### config.mk
export PLATFORM = sky130hd
export DESIGN_NAME = ecc_sign_command_parser
export DESIGN_NICKNAME = d
export VERILOG_FILES = /design/src/ecc_sign_pkg.sv /design/src/sig_buffer.sv /design/src/sign_apb_regs.sv /design/src/ecc_sign_command_parser.sv
export SDC_FILE = /design/constraint.sdc
export NUM_CORES = 1
export LEC_CHECK = 0
export BUFFER_PORTS_ARGS = -buffer_cell sky130_fd_sc_hd__buf_2
export CORE_ASPECT_RATIO = 1.25
export CORE_MARGIN = 2
export CORE_UTILIZATION = 35
export CTS_CLUSTER_SIZE = 16
export DETAILED_ROUTE_END_ITERATION = 10
export HOLD_SLACK_MARGIN = 0.06
export MAX_ROUTING_LAYER = met4
export PLACE_DENSITY = 0.52
export SLEW_MARGIN = 20
export SYNTH_ARGS = -nofsm -noshare
export SYNTH_HDL_FRONTEND = slang
export SYNTH_HIERARCHICAL = 1
export SYNTH_SLANG_ARGS = --single-unit
### constraint.sdc
create_clock -name core_clk_in -period 3.1 [get_ports core_clk_in]
set_clock_uncertainty 0.05 [all_clocks]
set_input_delay 0.465 -clock core_clk_in [delete_from_list [all_inputs] [get_ports core_clk_in]]
set_output_delay 0.465 -clock core_clk_in [all_outputs]
set_load 0.02 [all_outputs]
### src/ecc_sign_pkg.sv
package ecc_sign_pkg;
  // Request opcodes
  localparam logic [7:0] OP_INIT = 8'h01;
  localparam logic [7:0] OP_UPDATE = 8'h02;
  localparam logic [7:0] OP_FINALIZE = 8'h03;
  localparam logic [7:0] OP_ONESHOT = 8'h04;
  localparam logic [7:0] OP_PREHASH = 8'h05;
  localparam logic [7:0] ALG_ECDSA_SHA256 = 8'h00;
  localparam logic [7:0] KEY_INDEX_MAX = 8'h04;
  localparam int KEY_COUNT = 5;
  // Source selector value that means inline data in the command buffer
  localparam logic [7:0] SRC_COMMAND_BUFFER = 8'h00;
  localparam logic [7:0] PREHASH_LEN = 8'h20;
  localparam int SIG_BYTES = 64;
  // Status word bytes
  localparam logic [7:0] SW1_BYTE = 8'h91;
  localparam logic [7:0] SW2_OK = 8'h00;
  localparam logic [7:0] ERR_ACCESS_REFUSED = 8'h9d;
  localparam logic [7:0] ERR_LENGTH = 8'h7e;
  localparam logic [7:0] ERR_BAD_OPCODE = 8'h6e;
  localparam logic [7:0] ERR_BAD_ALG = 8'h6c;
  localparam logic [7:0] ERR_BAD_KEY = 8'h6a;
  localparam logic [7:0] ERR_NO_SESSION = 8'h69;
  // Register byte offsets
  localparam logic [7:0] REG_SIGN_ATTR = 8'h00;
  localparam logic [7:0] REG_LIMIT_EN = 8'h04;
  localparam logic [7:0] REG_IRQ_STATUS = 8'h08;
  localparam logic [7:0] REG_IRQ_MASK = 8'h0c;
  localparam logic [7:0] REG_STATE = 8'h10;
  // Interrupt status bit positions
  localparam int IRQ_DONE_BIT = 0;
  localparam int IRQ_ERR_BIT = 1;
  // Reset values
  localparam logic [4:0] SIGN_ATTR_RESET = 5'h00;
  localparam logic [4:0] LIMIT_EN_RESET = 5'h00;
  localparam logic [1:0] IRQ_MASK_RESET = 2'h0;
endpackage

### src/sig_buffer.sv
`timescale 1ns/1ps
module sig_buffer #(
  parameter int DEPTH = 64,
  parameter int WIDTH = 8,
  parameter int AW = $clog2(DEPTH)
) (
  input wire logic core_clk_in,
  input wire logic wr_en_in,
  input wire logic [AW-1:0] wr_addr_in,
  input wire logic [WIDTH-1:0] wr_data_in,
  input wire logic [AW-1:0] rd_addr_in,
  output logic [WIDTH-1:0] rd_data_out
);
  logic [WIDTH-1:0] mem_r [DEPTH];

  always_ff @(posedge core_clk_in)
  begin
    if (wr_en_in)
    begin
      mem_r[wr_addr_in] <= wr_data_in;
    end
    rd_data_out <= mem_r[rd_addr_in];
  end
endmodule // sig_buffer

### src/sign_apb_regs.sv
`timescale 1ns/1ps
module sign_apb_regs (
  input wire logic core_clk_in,
  input wire logic rst_n_in,
  input wire logic psel,
  input wire logic penable,
  input wire logic pwrite,
  input wire logic [7:0] paddr,
  input wire logic [31:0] pwdata,
  output logic [31:0] prdata,
  output logic pready,
  output logic pslverr,
  input wire logic done_evt_in,
  input wire logic err_evt_in,
  input wire logic session_in,
  input wire logic busy_in,
  input wire logic [7:0] last_sw2_in,
  output logic [4:0] sign_attr_out,
  output logic [4:0] limit_en_out,
  output logic irq_out
);
  logic [1:0] status_r;
  logic [1:0] mask_r;
  logic [1:0] status_nxt;
  logic access;
  logic mapped;
  logic [31:0] rd_value;

  assign access = psel && penable && pready;
  assign mapped = paddr == ecc_sign_pkg::REG_SIGN_ATTR || paddr == ecc_sign_pkg::REG_LIMIT_EN
    || paddr == ecc_sign_pkg::REG_IRQ_STATUS || paddr == ecc_sign_pkg::REG_IRQ_MASK
    || paddr == ecc_sign_pkg::REG_STATE;

  always_comb
  begin
    rd_value = 32'h0;
    unique case (paddr)
      ecc_sign_pkg::REG_SIGN_ATTR: rd_value = {27'h0, sign_attr_out};
      ecc_sign_pkg::REG_LIMIT_EN: rd_value = {27'h0, limit_en_out};
      ecc_sign_pkg::REG_IRQ_STATUS: rd_value = {30'h0, status_r};
      ecc_sign_pkg::REG_IRQ_MASK: rd_value = {30'h0, mask_r};
      ecc_sign_pkg::REG_STATE: rd_value = {22'h0, busy_in, session_in, last_sw2_in};
      default: rd_value = 32'h0;
    endcase
  end

  // One wait state, then answer
  always_ff @(posedge core_clk_in or negedge rst_n_in)
  begin
    if (!rst_n_in)
    begin
      pready <= 1'b0;
      pslverr <= 1'b0;
      prdata <= 32'h0;
    end
    else
    begin
      pready <= psel && penable && !pready;
      pslverr <= psel && penable && !pready && !mapped;
      prdata <= (psel && penable && !pready && !pwrite) ? rd_value : 32'h0;
    end
  end

  always_ff @(posedge core_clk_in or negedge rst_n_in)
  begin
    if (!rst_n_in)
    begin
      sign_attr_out <= ecc_sign_pkg::SIGN_ATTR_RESET;
      limit_en_out <= ecc_sign_pkg::LIMIT_EN_RESET;
      mask_r <= ecc_sign_pkg::IRQ_MASK_RESET;
    end
    else if (access && pwrite)
    begin
      if (paddr == ecc_sign_pkg::REG_SIGN_ATTR)
      begin
        sign_attr_out <= pwdata[4:0];
      end
      if (paddr == ecc_sign_pkg::REG_LIMIT_EN)
      begin
        limit_en_out <= pwdata[4:0];
      end
      if (paddr == ecc_sign_pkg::REG_IRQ_MASK)
      begin
        mask_r <= pwdata[1:0];
      end
    end
  end

  // Sticky events; a new event wins over a write-one clear
  always_comb
  begin
    status_nxt = status_r;
    if (access && pwrite && paddr == ecc_sign_pkg::REG_IRQ_STATUS)
    begin
      status_nxt = status_r & ~pwdata[1:0];
    end
    status_nxt[ecc_sign_pkg::IRQ_DONE_BIT] = status_nxt[ecc_sign_pkg::IRQ_DONE_BIT] | done_evt_in;
    status_nxt[ecc_sign_pkg::IRQ_ERR_BIT] = status_nxt[ecc_sign_pkg::IRQ_ERR_BIT] | err_evt_in;
  end

  always_ff @(posedge core_clk_in or negedge rst_n_in)
  begin
    if (!rst_n_in)
    begin
      status_r <= 2'h0;
      irq_out <= 1'b0;
    end
    else
    begin
      status_r <= status_nxt;
      irq_out <= |(status_nxt & mask_r);
    end
  end
endmodule // sign_apb_regs

### src/ecc_sign_command_parser.sv
`timescale 1ns/1ps
module ecc_sign_command_parser (
  input wire logic core_clk_in,
  input wire logic rst_n_in,
  input wire logic psel,
  input wire logic penable,
  input wire logic pwrite,
  input wire logic [7:0] paddr,
  input wire logic [31:0] pwdata,
  output logic [31:0] prdata,
  output logic pready,
  output logic pslverr,
  output logic irq_out,
  input wire logic cmd_valid_in,
  input wire logic [7:0] cmd_byte_in,
  input wire logic cmd_last_in,
  output logic cmd_ready_out,
  output logic rsp_valid_out,
  output logic [7:0] rsp_byte_out,
  output logic rsp_last_out,
  input wire logic rsp_ready_in,
  input wire logic [4:0] key_limit_reached_in,
  output logic core_begin_out,
  output logic [2:0] core_key_out,
  output logic core_prehash_out,
  output logic core_absorb_out,
  output logic [7:0] core_byte_out,
  output logic core_fetch_out,
  output logic [7:0] core_fetch_len_out,
  output logic core_finish_out,
  output logic core_abort_out,
  input wire logic core_sig_valid_in,
  input wire logic [7:0] core_sig_byte_in
);
  typedef enum logic [3:0] {
    ST_OP, ST_ALG, ST_KEY, ST_SRC, ST_LEN, ST_DATA, ST_DRAIN, ST_EXEC,
    ST_WAIT_SIG, ST_SIG_RD, ST_SIG_LD, ST_SW1, ST_SW2, ST_FLUSH
  } state_type;

  state_type state_r, state_nxt;
  logic [7:0] op_r;
  logic [7:0] len_r;
  logic [7:0] err_r;
  logic [7:0] fail_code;
  logic [5:0] sig_idx_r;
  logic session_r;
  logic take;
  logic fail;
  logic rsp_free;
  logic [4:0] sign_attr;
  logic [4:0] limit_en;
  logic [7:0] sig_rd_data;
  logic done_evt_r;
  logic err_evt_r;

  assign take = cmd_valid_in && cmd_ready_out;
  assign rsp_free = !rsp_valid_out || rsp_ready_in;

  sign_apb_regs u_regs (
    .core_clk_in(core_clk_in),
    .rst_n_in(rst_n_in),
    .psel(psel),
    .penable(penable),
    .pwrite(pwrite),
    .paddr(paddr),
    .pwdata(pwdata),
    .prdata(prdata),
    .pready(pready),
    .pslverr(pslverr),
    .done_evt_in(done_evt_r),
    .err_evt_in(err_evt_r),
    .session_in(session_r),
    .busy_in(state_r != ST_OP),
    .last_sw2_in(err_r),
    .sign_attr_out(sign_attr),
    .limit_en_out(limit_en),
    .irq_out(irq_out)
  );

  sig_buffer #(.DEPTH(ecc_sign_pkg::SIG_BYTES), .WIDTH(8)) u_sig (
    .core_clk_in(core_clk_in),
    .wr_en_in(state_r == ST_WAIT_SIG && core_sig_valid_in),
    .wr_addr_in(sig_idx_r),
    .wr_data_in(core_sig_byte_in),
    .rd_addr_in(sig_idx_r),
    .rd_data_out(sig_rd_data)
  );

  // Request decode and checks
  always_comb
  begin
    state_nxt = state_r;
    fail = 1'b0;
    fail_code = ecc_sign_pkg::SW2_OK;
    unique case (state_r)
      ST_OP:
        if (take)
        begin
          if (cmd_byte_in == ecc_sign_pkg::OP_INIT || cmd_byte_in == ecc_sign_pkg::OP_ONESHOT
              || cmd_byte_in == ecc_sign_pkg::OP_PREHASH)
            state_nxt = ST_ALG;
          else if (cmd_byte_in == ecc_sign_pkg::OP_UPDATE || cmd_byte_in == ecc_sign_pkg::OP_FINALIZE)
          begin
            if (!session_r)
            begin
              fail = 1'b1;
              fail_code = ecc_sign_pkg::ERR_NO_SESSION;
            end
            else
              state_nxt = ST_SRC;
          end
          else
          begin
            fail = 1'b1;
            fail_code = ecc_sign_pkg::ERR_BAD_OPCODE;
          end
        end
      ST_ALG:
        if (take)
        begin
          if (cmd_byte_in != ecc_sign_pkg::ALG_ECDSA_SHA256)
          begin
            fail = 1'b1;
            fail_code = ecc_sign_pkg::ERR_BAD_ALG;
          end
          else
            state_nxt = ST_KEY;
        end
      ST_KEY:
        if (take)
        begin
          fail = 1'b1;
          if (cmd_byte_in > ecc_sign_pkg::KEY_INDEX_MAX)
            fail_code = ecc_sign_pkg::ERR_BAD_KEY;
          else if (!sign_attr[cmd_byte_in[2:0]])
            fail_code = ecc_sign_pkg::ERR_ACCESS_REFUSED;
          else if (limit_en[cmd_byte_in[2:0]] && key_limit_reached_in[cmd_byte_in[2:0]])
            fail_code = ecc_sign_pkg::ERR_ACCESS_REFUSED;
          else
          begin
            fail = 1'b0;
            state_nxt = ST_SRC;
          end
        end
      ST_SRC:
        if (take)
        begin
          if (cmd_byte_in == ecc_sign_pkg::SRC_COMMAND_BUFFER)
            state_nxt = cmd_last_in ? ST_EXEC : ST_DATA;
          else
            state_nxt = ST_LEN;
        end
      ST_LEN:
        if (take)
        begin
          if (!cmd_last_in)
          begin
            fail = 1'b1;
            fail_code = ecc_sign_pkg::ERR_LENGTH;
          end
          else
            state_nxt = ST_EXEC;
        end
      ST_DATA:
        if (take && cmd_last_in)
          state_nxt = ST_EXEC;
      ST_DRAIN:
        if (take && cmd_last_in)
          state_nxt = ST_SW1;
      ST_EXEC:
        if (op_r == ecc_sign_pkg::OP_PREHASH && len_r != ecc_sign_pkg::PREHASH_LEN)
        begin
          fail = 1'b1;
          fail_code = ecc_sign_pkg::ERR_LENGTH;
        end
        else if (op_r == ecc_sign_pkg::OP_INIT || op_r == ecc_sign_pkg::OP_UPDATE)
          state_nxt = ST_SW1;
        else
          state_nxt = ST_WAIT_SIG;
      ST_WAIT_SIG:
        if (core_sig_valid_in && sig_idx_r == 6'(ecc_sign_pkg::SIG_BYTES - 1))
          state_nxt = ST_SIG_RD;
      ST_SIG_RD:
        state_nxt = ST_SIG_LD;
      ST_SIG_LD:
        if (rsp_free)
          state_nxt = (sig_idx_r == 6'(ecc_sign_pkg::SIG_BYTES - 1)) ? ST_SW1 : ST_SIG_RD;
      ST_SW1:
        if (rsp_free)
          state_nxt = ST_SW2;
      ST_SW2:
        if (rsp_free)
          state_nxt = ST_FLUSH;
      ST_FLUSH:
        if (rsp_free)
          state_nxt = ST_OP;
    endcase
    // A request that ends before its fields are complete is malformed
    if (!fail && take && cmd_last_in && (state_r == ST_OP || state_r == ST_ALG || state_r == ST_KEY
        || (state_r == ST_SRC && cmd_byte_in != ecc_sign_pkg::SRC_COMMAND_BUFFER)))
    begin
      fail = 1'b1;
      fail_code = ecc_sign_pkg::ERR_LENGTH;
    end
    if (fail)
      state_nxt = (state_r == ST_EXEC || cmd_last_in) ? ST_SW1 : ST_DRAIN;
  end

  always_ff @(posedge core_clk_in or negedge rst_n_in)
  begin
    if (!rst_n_in)
    begin
      state_r <= ST_OP;
      cmd_ready_out <= 1'b1;
    end
    else
    begin
      state_r <= state_nxt;
      cmd_ready_out <= state_nxt inside {ST_OP, ST_ALG, ST_KEY, ST_SRC, ST_LEN, ST_DATA, ST_DRAIN};
    end
  end

  // Request fields and answer code
  always_ff @(posedge core_clk_in or negedge rst_n_in)
  begin
    if (!rst_n_in)
    begin
      op_r <= 8'h00;
      len_r <= 8'h00;
      err_r <= ecc_sign_pkg::SW2_OK;
    end
    else
    begin
      if (take && state_r == ST_OP)
      begin
        op_r <= cmd_byte_in;
        len_r <= 8'h00;
        err_r <= ecc_sign_pkg::SW2_OK;
      end
      if (take && state_r == ST_LEN)
        len_r <= cmd_byte_in;
      else if (take && state_r == ST_DATA && len_r != 8'hff)
        len_r <= len_r + 8'h01;
      if (fail)
        err_r <= fail_code;
    end
  end

  // Session tracking
  always_ff @(posedge core_clk_in or negedge rst_n_in)
  begin
    if (!rst_n_in)
      session_r <= 1'b0;
    else if (fail || (take && state_r == ST_KEY))
      session_r <= 1'b0;
    else if (state_r == ST_EXEC && op_r == ecc_sign_pkg::OP_INIT)
      session_r <= 1'b1;
    else if (state_r == ST_EXEC && op_r == ecc_sign_pkg::OP_FINALIZE)
      session_r <= 1'b0;
  end

  // Signing core strobes
  always_ff @(posedge core_clk_in or negedge rst_n_in)
  begin
    if (!rst_n_in)
    begin
      core_begin_out <= 1'b0;
      core_key_out <= 3'h0;
      core_prehash_out <= 1'b0;
      core_absorb_out <= 1'b0;
      core_byte_out <= 8'h00;
      core_fetch_out <= 1'b0;
      core_fetch_len_out <= 8'h00;
      core_finish_out <= 1'b0;
      core_abort_out <= 1'b0;
    end
    else
    begin
      core_begin_out <= take && state_r == ST_KEY && !fail;
      if (take && state_r == ST_KEY && !fail)
      begin
        core_key_out <= cmd_byte_in[2:0];
        core_prehash_out <= op_r == ecc_sign_pkg::OP_PREHASH;
      end
      core_absorb_out <= take && state_r == ST_DATA;
      if (take && state_r == ST_DATA)
        core_byte_out <= cmd_byte_in;
      core_fetch_out <= take && state_r == ST_LEN && !fail;
      if (take && state_r == ST_LEN)
        core_fetch_len_out <= cmd_byte_in;
      core_finish_out <= state_r == ST_EXEC && !fail && state_nxt == ST_WAIT_SIG;
      core_abort_out <= fail;
    end
  end

  // Signature capture and answer stream
  always_ff @(posedge core_clk_in or negedge rst_n_in)
  begin
    if (!rst_n_in)
    begin
      sig_idx_r <= 6'h00;
      rsp_valid_out <= 1'b0;
      rsp_byte_out <= 8'h00;
      rsp_last_out <= 1'b0;
      done_evt_r <= 1'b0;
      err_evt_r <= 1'b0;
    end
    else
    begin
      done_evt_r <= 1'b0;
      err_evt_r <= 1'b0;
      if (state_r == ST_EXEC)
        sig_idx_r <= 6'h00;
      else if ((state_r == ST_WAIT_SIG && core_sig_valid_in) || (state_r == ST_SIG_LD && rsp_free))
        sig_idx_r <= sig_idx_r + 6'h01;
      if (rsp_free && (state_r == ST_SIG_LD || state_r == ST_SW1 || state_r == ST_SW2))
      begin
        rsp_valid_out <= 1'b1;
        rsp_last_out <= state_r == ST_SW2;
        unique case (state_r)
          ST_SIG_LD: rsp_byte_out <= sig_rd_data;
          ST_SW1: rsp_byte_out <= ecc_sign_pkg::SW1_BYTE;
          default: rsp_byte_out <= err_r;
        endcase
        done_evt_r <= state_r == ST_SW2;
        err_evt_r <= state_r == ST_SW2 && err_r != ecc_sign_pkg::SW2_OK;
      end
      else if (rsp_ready_in)
      begin
        rsp_valid_out <= 1'b0;
        rsp_last_out <= 1'b0;
      end
    end
  end

  a_bad_alg_err: assert property (@(posedge core_clk_in) disable iff (!rst_n_in)
    take && state_r == ST_ALG && cmd_byte_in != 8'h00 |=> err_r == 8'h6c)
    else $error("bad algorithm not refused");
  a_key_range_err: assert property (@(posedge core_clk_in) disable iff (!rst_n_in)
    take && state_r == ST_KEY && cmd_byte_in > 8'h04 |=> err_r == 8'h6a && !core_begin_out)
    else $error("key index out of range accepted");
  a_attr_refused: assert property (@(posedge core_clk_in) disable iff (!rst_n_in)
    take && state_r == ST_KEY && cmd_byte_in <= 8'h04 && !sign_attr[cmd_byte_in[2:0]] |=> err_r == 8'h9d)
    else $error("key without signing attribute not refused");
  a_limit_refused: assert property (@(posedge core_clk_in) disable iff (!rst_n_in)
    take && state_r == ST_KEY && cmd_byte_in <= 8'h04 && limit_en[cmd_byte_in[2:0]]
    && key_limit_reached_in[cmd_byte_in[2:0]] |=> err_r == 8'h9d)
    else $error("exhausted key not refused");
  a_prehash_len: assert property (@(posedge core_clk_in) disable iff (!rst_n_in)
    state_r == ST_EXEC && op_r == 8'h05 && len_r != 8'h20 |=> err_r == 8'h7e && state_r == ST_SW1)
    else $error("prehash length error missing");
  a_session_gate: assert property (@(posedge core_clk_in) disable iff (!rst_n_in)
    take && state_r == ST_OP && (cmd_byte_in == 8'h02 || cmd_byte_in == 8'h03) && !session_r
    |=> err_r == 8'h69 ##1 !session_r)
    else $error("update without session accepted");
  a_update_absorb: assert property (@(posedge core_clk_in) disable iff (!rst_n_in)
    take && state_r == ST_DATA |=> core_absorb_out && core_byte_out == $past(cmd_byte_in))
    else $error("inline byte not passed to signer");
  a_sig_then_sw: assert property (@(posedge core_clk_in) disable iff (!rst_n_in)
    state_r == ST_SIG_LD && rsp_free && sig_idx_r == 6'h3f |=> state_r == ST_SW1 ##[1:1000]
    (rsp_valid_out && rsp_byte_out == 8'h91))
    else $error("status word does not follow signature");
  a_status_tail: assert property (@(posedge core_clk_in) disable iff (!rst_n_in)
    state_r == ST_SW2 && rsp_free |=> rsp_valid_out && rsp_last_out && rsp_byte_out == err_r)
    else $error("status tail byte wrong");
endmodule // ecc_sign_command_parser

# == Word level (Yosys, flattened, before mapping) ==
# Memories as Yosys holds them, arrays and structs flattened. A register that Yosys moved wholly into a read port is not among the register bits.
# Cells that the tools add are included.
# Widths: inputs -> output; s select.
# word_totals
memories,1
input_bits,70
output_inout_bits,71
regBits,122
mem_bits_rw,512
# mem_list
name,words,width,rd,rd_clocked_by_memory_dff,write_ports,line,rtl
u_sig.mem_r,64,8,1,1,1,sig_buffer.sv:14,logic [WIDTH-1:0] mem_r [DEPTH];
# op_classes
eq_ne,36
n_mux,84
n_bitwise,5
add_sub_neg,2
n_lt_le_gt_ge,2
n_reduce_logical,71
# op_table
operator,n
$mux 8,12
$mux 4,23
$pmux 4 s14,1
$pmux 10 s5,1
$mux 7,6
$pmux 8 s5,1
$eq 8x2->1 const B,4
$eq 8x3->1 const B,4
$logic_and 1x1->1,31
$eq 4x3->1 const B,7
$eq 4x4->1 const B,7
$mux 1,27
$logic_or 1x1->1,17
$eq 4x2->1 const B,4
$eq 8x1->1 const B,2
$eq 8x4->1 const B,2
$logic_not 8->1,2
$pmux 8 s2,1
$reduce_bool 8->1,2
$mux 6,2
$mux 10,1
$mux 2,5
$bmux 1 s3,3
$add 8x1->8 const B,1
other kinds (20),34

# == Depth between registers and ports, before layout ==
# Gate-level depths: netlist of the first run.
# depth
word_depth,16
depth_mapped,10
ltp_nobuf,9

# == Cells and area by module ==
# Netlist of the first run, hierarchy kept.
# by_module_without_submodules
mod,n_inst,cells_per_inst,area_per_inst_um2
sig_buffer,1,940,20166.8
ecc_sign_command_parser,1,412,3900.0
sign_apb_regs,1,113,1343.8

# == Least setup slack after synthesis of the first run ==
# OpenSTA, ideal clock, no wires.
# synth_timing
path_kind,reg2reg
startpoint,reg state_r[0]
endpoint,mem u_sig.mem_r[62][0] (enable)
arrival_ns,2.190
n_path_buf,2
required_ns,2.680
path_stages_with_launch,8
slack_ns,0.490
cell_sequence,dfrtp_1 > clkbuf_1 > clkbuf_1 > nor4b_1 > and2_1 > nor2b_1 > nand3_1 > nor2_1
# synth_between
elab_chain_len,4
# synth_rtl
element,line,rtl
start: declaration,ecc_sign_command_parser.sv:40,"state_type state_r, state_nxt;"
start signal: assignment,ecc_sign_command_parser.sv:218,state_r <= state_nxt;
$eq 4x4->1,ecc_sign_command_parser.sv:82,".wr_en_in(state_r == ST_WAIT_SIG && core_sig_valid_in),"
$logic_and 1x1->1,ecc_sign_command_parser.sv:82,
$mux 1,sig_buffer.sv:18,if (wr_en_in)
$mux 1 (not written as such),sig_buffer.sv:20,mem_r[wr_addr_in] <= wr_data_in;
end: declaration,sig_buffer.sv:14,
# Every way passes these cells.

==> results.py, run 1 <==
metrics = {
    "run_status": {
        "outcome": "finished clean",
    },
    "worst_hold_path": {
        "hold_path_depth": 3,
        "min_path_type": "primary input to register",
    },
    "worst_setup_path": {
        "crit_required_ns": 3.57,
        "crit_chain": "buf_12 > buf_4 > mux4_2 > mux4_2 > o21ai_1 > o41ai_1",
        "cpMostUsedCell": "mux4_2",
        "crit_type": "register to register",
        "start_kind": "register",
        "arrival_ns": 3.23,
        "cp_max_fo": 20,
        "max_stage_delay_ns": 0.75,
        "critPathCaptureType": "register",
        "cp_slowest_cell": "dfrtp_4",
        "worstRegToRegCells": 6,
    },
    "final_layout": {
        "final_common_cell": "edfxtp_1",
        "fin_nets": 1785,
        "final_cell_mix": "edfxtp_1, buf_4, mux4_2",
        "multiInputGateArea_sq_um": 6840,
        "n_antenna_cell": 0,
        "register_area_sq_um": 18000,
        "fin_area_sq_um": 30000,
        "fillers": 6446,
        "drive_gt1_share_pct": 30.9,
        "area_delta_synth_final_pct": 18.2,
    },
    "routing": {
        "drc_errors": 0,
        "firstDrtPassIters": 5,
        "vias_per_cell": 5.19,
        "ant_nets": 0,
        "vias": 14086,
        "totalWireLength_um": 62300,
        "wl_per_cell_um": 23.0,
        "drt_iter0_drc": 1008,
    },
    "timing": {
        "hold_violations": 0,
        "slew_headroom_pct": 32.9,
        "grt_setup_unrepaired": "false",
        "worst_pin_slew_ns": 1.01,
        "setup_viol": 0,
        "finalMaxSlewViolations": 0,
        "fmax_mhz": 362,
        "post-route-period-util_pct": 89.1,
        "setup_tns_ns": 0,
        "period_needed_ns": 2.76,
        "fin_hold_ws_ns": 0.106,
    },
    "synthesis": {
        "synth_top_area_share_pct": 60.5,
        "synth_cell_types": 81,
        "synthFlopType": "edfxtp_1",
        "yosysSeqAreaShare_pct": 70.9,
        "syn_area_sq_um": 25400,
        "synthCells": 1465,
        "synthArstFlopShare_pct": 16.0,
        "synth_edf_count": 512,
        "synth-seq-cells": 619,
        "netlist_top_cells_area": "edfxtp_1, mux4_2, dfrtp_1",
        "synth.avg_cell_area_sq_um": 17.3,
        "yosysWarnings": 6,
        "yosysTopAreaCell": "edfxtp_1",
    },
    "global_route": {
        "antenna_found_initial": 0,
        "grt_first_pass_wirelength_um": 93700,
        "grt_usage_pct": 17.3,
        "grt_max_degree": 65,
        "overflow": 0,
        "grt_pass1_vias": 14798,
    },
    "place": {
        "io_buffers": 91,
        "dp_hpwl_um": 42000,
        "gp_congestion": 0.888,
        "placed_area_sq_um": 27900,
    },
    "power_and_ir_drop": {
        "power_mw": 16.8,
        "peakVddDrop_v": 0.000388,
        "p_leak_nw": 10.3,
        "power_density_nw_per_um2": 559,
    },
    "die": {
        "coreArea_sq_um": 72000,
        "io_pins": 141,
        "row_count": 110,
        "die_w_um": 245,
        "start_util_pct": 35.3,
        "dieArea_sq_um": 74800,
        "die_h_um": 305,
    },
    "clock_tree": {
        "post_cts_resized": 0,
        "cts_hold_buf": 10,
        "root_buffer": "clkbuf_16",
        "htreeDepth": 2,
        "clk_pin_slew_ns": 0.07,
        "cts_tree": "done",
        "cts_setup_buffers": 0,
        "clk_latency_ns": 0.63,
        "clockBufferDepth": 3,
        "numCtsBuffers": 60,
        "clock_sinks": 619,
    },
    "run": {
        "maxCapViolCount": 0,
    },
}
==> report_power, final <==
part	leakage, nW	total, mW	internal, mW	switching [mW]
combinational	3.32	0.276	0.0615	0.214
sequential	6.00	9.01	9.01	0.00125
clock	0.968	7.50	4.35	3.15
total	10.3	16.8	13.4	3.36
==> cells in the mapped netlist (all sizes together) (19+ instances only) <==
| library cell | n |
|---|---|
| nand3 | 26 |
| nor2b | 21 |
| mux2i | 25 |
| edfxtp | 512 |
| dfrtp | 98 |
| mux2 | 48 |
| nand2 | 90 |
| nor2 | 118 |
| clkbuf | 35 |
| o21ai | 26 |
| mux4 | 128 |
| nor3 | 19 |
| buf | 64 |
==> metrics by stage <==
stage	setup slack (ns)	std cells	utilization, %
6_report	0.339	2712	41.7
4_1_cts	0.309	2712	41.7
5_1_grt	0.241	2712	41.7
3_3_place_gp	0.274	2591	38.7
2_1_floorplan	0.490	1486	-
3_5_place_dp	0.256	2592	38.8
==> registers in the layout, indices dropped and copies added, names as in the netlist, 3 cells and up <==
signal and cells:
sig_idx_r 6, len_r 8, core_byte_out 8, rsp_byte_out 8
core_key_out 3, op_r 8, u_sig/rd_data_out 8, state_r 4
u_regs/limit_en_out 5, u_regs/sign_attr_out 5, err_r 7, core_fetch_len_out 8
u_regs/prdata 10, u_sig/mem_r 512
==> cell type report <==
| cell class | count | area share, % |
|---|---|---|
| repair buffers | 263 | 6.32 |
| multi-input cells | 757 | 22.8 |
| clock inverters | 40 | 1.56 |
| flip-flops and latches | 619 | 60.0 |
| clock buffers | 70 | 5.20 |
| inverters | 11 | 0.146 |
| well taps | 952 | 3.97 |
==> layer usage <==
layer  share of wire [%]  up-vias  global-route usage, %
met5                   0        -                      -
met4                 2.3        0                   4.71
met1                  41     7298                   21.1
met2                  52      394                   29.9
li1                    -     6298                      -
met3                 4.8       96                   2.40
==> worst max-delay path: cells and delay by family, from the launching register on <==
family | cells | cell delay, ns
flip-flops | 1 | 0.75
buffers and inverters | 2 | 0.49
multiplexers | 2 | 1.02
AO/OA/AOI/OAI | 2 | 0.31
==> logic make-up (layout without fill, tap and decap cells) <==
family,Yosys count,count (layout),share of synthesized area (%)
other cells,1,22,0.0148
xor+xnor,8,8,0.276
simple gates,369,369,7.23
flops,619,619,70.9
compound gates,154,154,4.48
buf+inv,110,384,2.51
fa+ha+maj,3,3,0.148
mux,201,201,14.5
==> worst paths after layout <==
check,startpoint,slack (ns),end
worst max-delay path,sig_idx_r[0],0.34,u_sig/rd_data_out[5]
worst min-delay path,cmd_byte_in[4],0.11,core_fetch_len_out[4]
worst max register to register,sig_idx_r[0],0.34,u_sig/rd_data_out[5]
worst min register to register,rsp_byte_out[4],0.43,rsp_byte_out[4]
max in group asynchronous,rst_n_in,1.90,rsp_last_out
min in group asynchronous,rst_n_in,0.36,core_byte_out[6]
(Power assumes the default switching activity.)
==> run 2: changes to the inputs <==
--- a/config.mk
+++ b/config.mk
@@ -7,11 +7,12 @@
 export LEC_CHECK = 0
 export BUFFER_PORTS_ARGS = -buffer_cell sky130_fd_sc_hd__buf_2
 export CORE_ASPECT_RATIO = 1.25
-export CORE_MARGIN = 2
+export CORE_MARGIN = 4
 export CORE_UTILIZATION = 35
+export CTS_BUF_LIST = sky130_fd_sc_hd__clkbuf_8 sky130_fd_sc_hd__clkbuf_16
 export CTS_CLUSTER_SIZE = 16
 export DETAILED_ROUTE_END_ITERATION = 10
-export HOLD_SLACK_MARGIN = 0.06
+export HOLD_SLACK_MARGIN = 0.1
 export MAX_ROUTING_LAYER = met4
 export PLACE_DENSITY = 0.52
 export SLEW_MARGIN = 20
==> run 2 against run 1 <==
- hold slack improved by 0.068 ns
- routed wire length decreased by 0.37%
- highest routed layer unchanged
- sequential share of layout area about the same
==> results.py, run 2 (synthesized netlist as in run 1, its figures left out) <==
metrics = {
    "worst_setup_path": {
        "critPathCaptureType": "register",
        "arrival_ns": 3.26,
        "max_stage_delay_ns": 0.54,
        "crit_start": "cmd_byte_in[3]",
        "r2r_slack_ns": 0.30,
        "cp_max_fo": 7,
        "worstRegToRegCells": 8,
        "cp_slowest_cell": "dlygate4sd3_1",
        "start_kind": "primary input",
        "rr_endpoint": "state_r[1]",
        "crit_type": "primary input to register",
        "crit_chain": "dlygate4sd3_1 > buf_2 > or3_4 > or4_4 > a31o_2 > a211oi_4 > or2_1 > inv_4 > or2_1",
        "crit_required_ns": 3.56,
        "crit_path_end": "state_r[1]",
        "cpMostUsedCell": "or2_1",
        "r2r_start": "state_r[1]",
    },
    "timing": {
        "grt_setup_unrepaired": "false",
        "worst_pin_slew_ns": 0.780,
        "setup_viol": 0,
        "hold_violations": 0,
        "fmax_mhz": 357,
        "setup_tns_ns": 0,
        "slew_headroom_pct": 48.0,
        "period_needed_ns": 2.80,
        "post-route-period-util_pct": 90.3,
        "finalMaxSlewViolations": 0,
    },
    "clock_tree": {
        "cts_tree": "done",
        "clk_pin_slew_ns": 0.06,
        "clockBufferDepth": 3,
        "htreeDepth": 2,
        "clk_latency_ns": 0.62,
        "root_buffer": "clkbuf_16",
        "post_cts_resized": 0,
        "clock_sinks": 619,
        "numCtsBuffers": 61,
    },
    "place": {
        "dp.cells": 2585,
        "io_buffers": 91,
        "placed_area_sq_um": 27800,
        "dp_hpwl_um": 41300,
        "gp_congestion": 0.874,
    },
    "die": {
        "coreArea_sq_um": 72000,
        "die_h_um": 309,
        "io_pins": 141,
        "dieArea_sq_um": 77000,
        "row_count": 110,
        "die_w_um": 249,
        "start_util_pct": 35.3,
    },
    "routing": {
        "vias_per_cell": 5.19,
        "totalWireLength_um": 62100,
        "drt-met1-wl_um": 25900,
        "wl_per_cell_um": 22.9,
        "drt_iter0_drc": 1022,
        "dr_wl_met2_um": 32100,
        "vias": 14089,
        "firstDrtPassIters": 5,
        "ant_nets": 0,
        "drc_errors": 0,
        "met3WireLength_um": 2670,
        "routed.top_layer": "met4",
    },
    "global_route": {
        "grt_max_degree": 65,
        "grt_usage_pct": 16.5,
        "grt_pass1_vias": 14708,
        "antenna_found_initial": 1,
        "grt_first_pass_wirelength_um": 94300,
        "overflow": 0,
    },
    "power_and_ir_drop": {
        "p_leak_nw": 10.4,
        "power_density_nw_per_um2": 561,
        "power_mw": 16.9,
        "peakVddDrop_v": 0.000506,
    },
    "final_layout": {
        "fin_nets": 1784,
        "largest_reg_flops": 512,
        "regMostFlops": "u_sig/mem_r",
        "final_cell_mix": "edfxtp_1, buf_4, mux4_2",
        "top_regs": "u_sig/mem_r: 512 flops, u_regs/prdata: 10 flops",
        "drive_gt1_share_pct": 30.2,
        "instances_no_fill": 2715,
        "fin_area_sq_um": 30000,
        "final_common_cell": "edfxtp_1",
        "area_delta_synth_final_pct": 18.2,
    },
    "run_status": {
        "outcome": "finished clean",
    },
    "run": {
        "maxCapViolCount": 0,
    },
    "worst_hold_path": {
        "min_path_type": "primary input to register",
    },
}
[run 2: power by group]
group / internal (mW) / switching, mW / total [mW]
clock network: 4.42 / 3.14 / 7.56
registers: 9.01 / 0.00125 / 9.01
logic: 0.0677 / 0.219 / 0.287
total: 13.5 / 3.36 / 16.9
[run 2: how the worst min path moves through the flow]
stage / startpoint / endpoint / slack [ns] / cells past startpoint
4_1_cts: pwrite / u_regs/prdata[5] / 0.13 / 3
5_1_grt: pwrite / u_regs/prdata[5] / 0.16 / 3
6_report: pwrite / u_regs/prdata[5] / 0.17 / 3
2_1_floorplan: rst_n_in / core_abort_out / 0.12 / 0
3_5_place_dp: rst_n_in / core_fetch_len_out[0] / 0.42 / 1
3_3_place_gp: rsp_byte_out[4] / rsp_byte_out[4] / 0.41 / 2
[run 2: routing by layer]
layer | GRT usage, % | vias up
li1 | - | 6293
met2 | 28.6 | 338
met4 | 4.06 | 0
met3 | 2.62 | 86
met5 | - | -
met1 | 20.6 | 7372
[run 2: worst max-delay path, delay by kind of cell]
kind,cells,cell delay (ns)
AND/OR/NAND/NOR,4,1.50
buffers and inverters,3,0.79
AO/OA/AOI/OAI,2,0.50
[run 2: area by class of cell]
| type | count | area (sq um) |
|---|---|---|
| antenna | 1 | 2.50 |
| clock buffer | 64 | 1580 |
| clock inverter | 50 | 478 |
| fill | 6389 | 42000 |
| inverter | 11 | 43.8 |
| multi-input combinational | 757 | 6840 |
| sequential | 619 | 18000 |
| tap | 952 | 1190 |
| timing repair buffer | 261 | 1870 |
[run 2: through the flow]
stage	hold WS (ns)	util, %	setup WS (ns)
global route	0.159	41.7	0.148
CTS	0.128	41.7	0.312
finish	0.174	41.7	0.300
detailed placement	0.415	38.7	0.229
global placement	0.408	38.7	0.279
floorplan	0.119	-	0.490
[run 2: what timing repair did]
item	in CTS	in global routing
buffers inserted	0	0
endpoints found under the hold margin	66	0
endpoints found under the setup margin	0	0
hold buffers	15	0
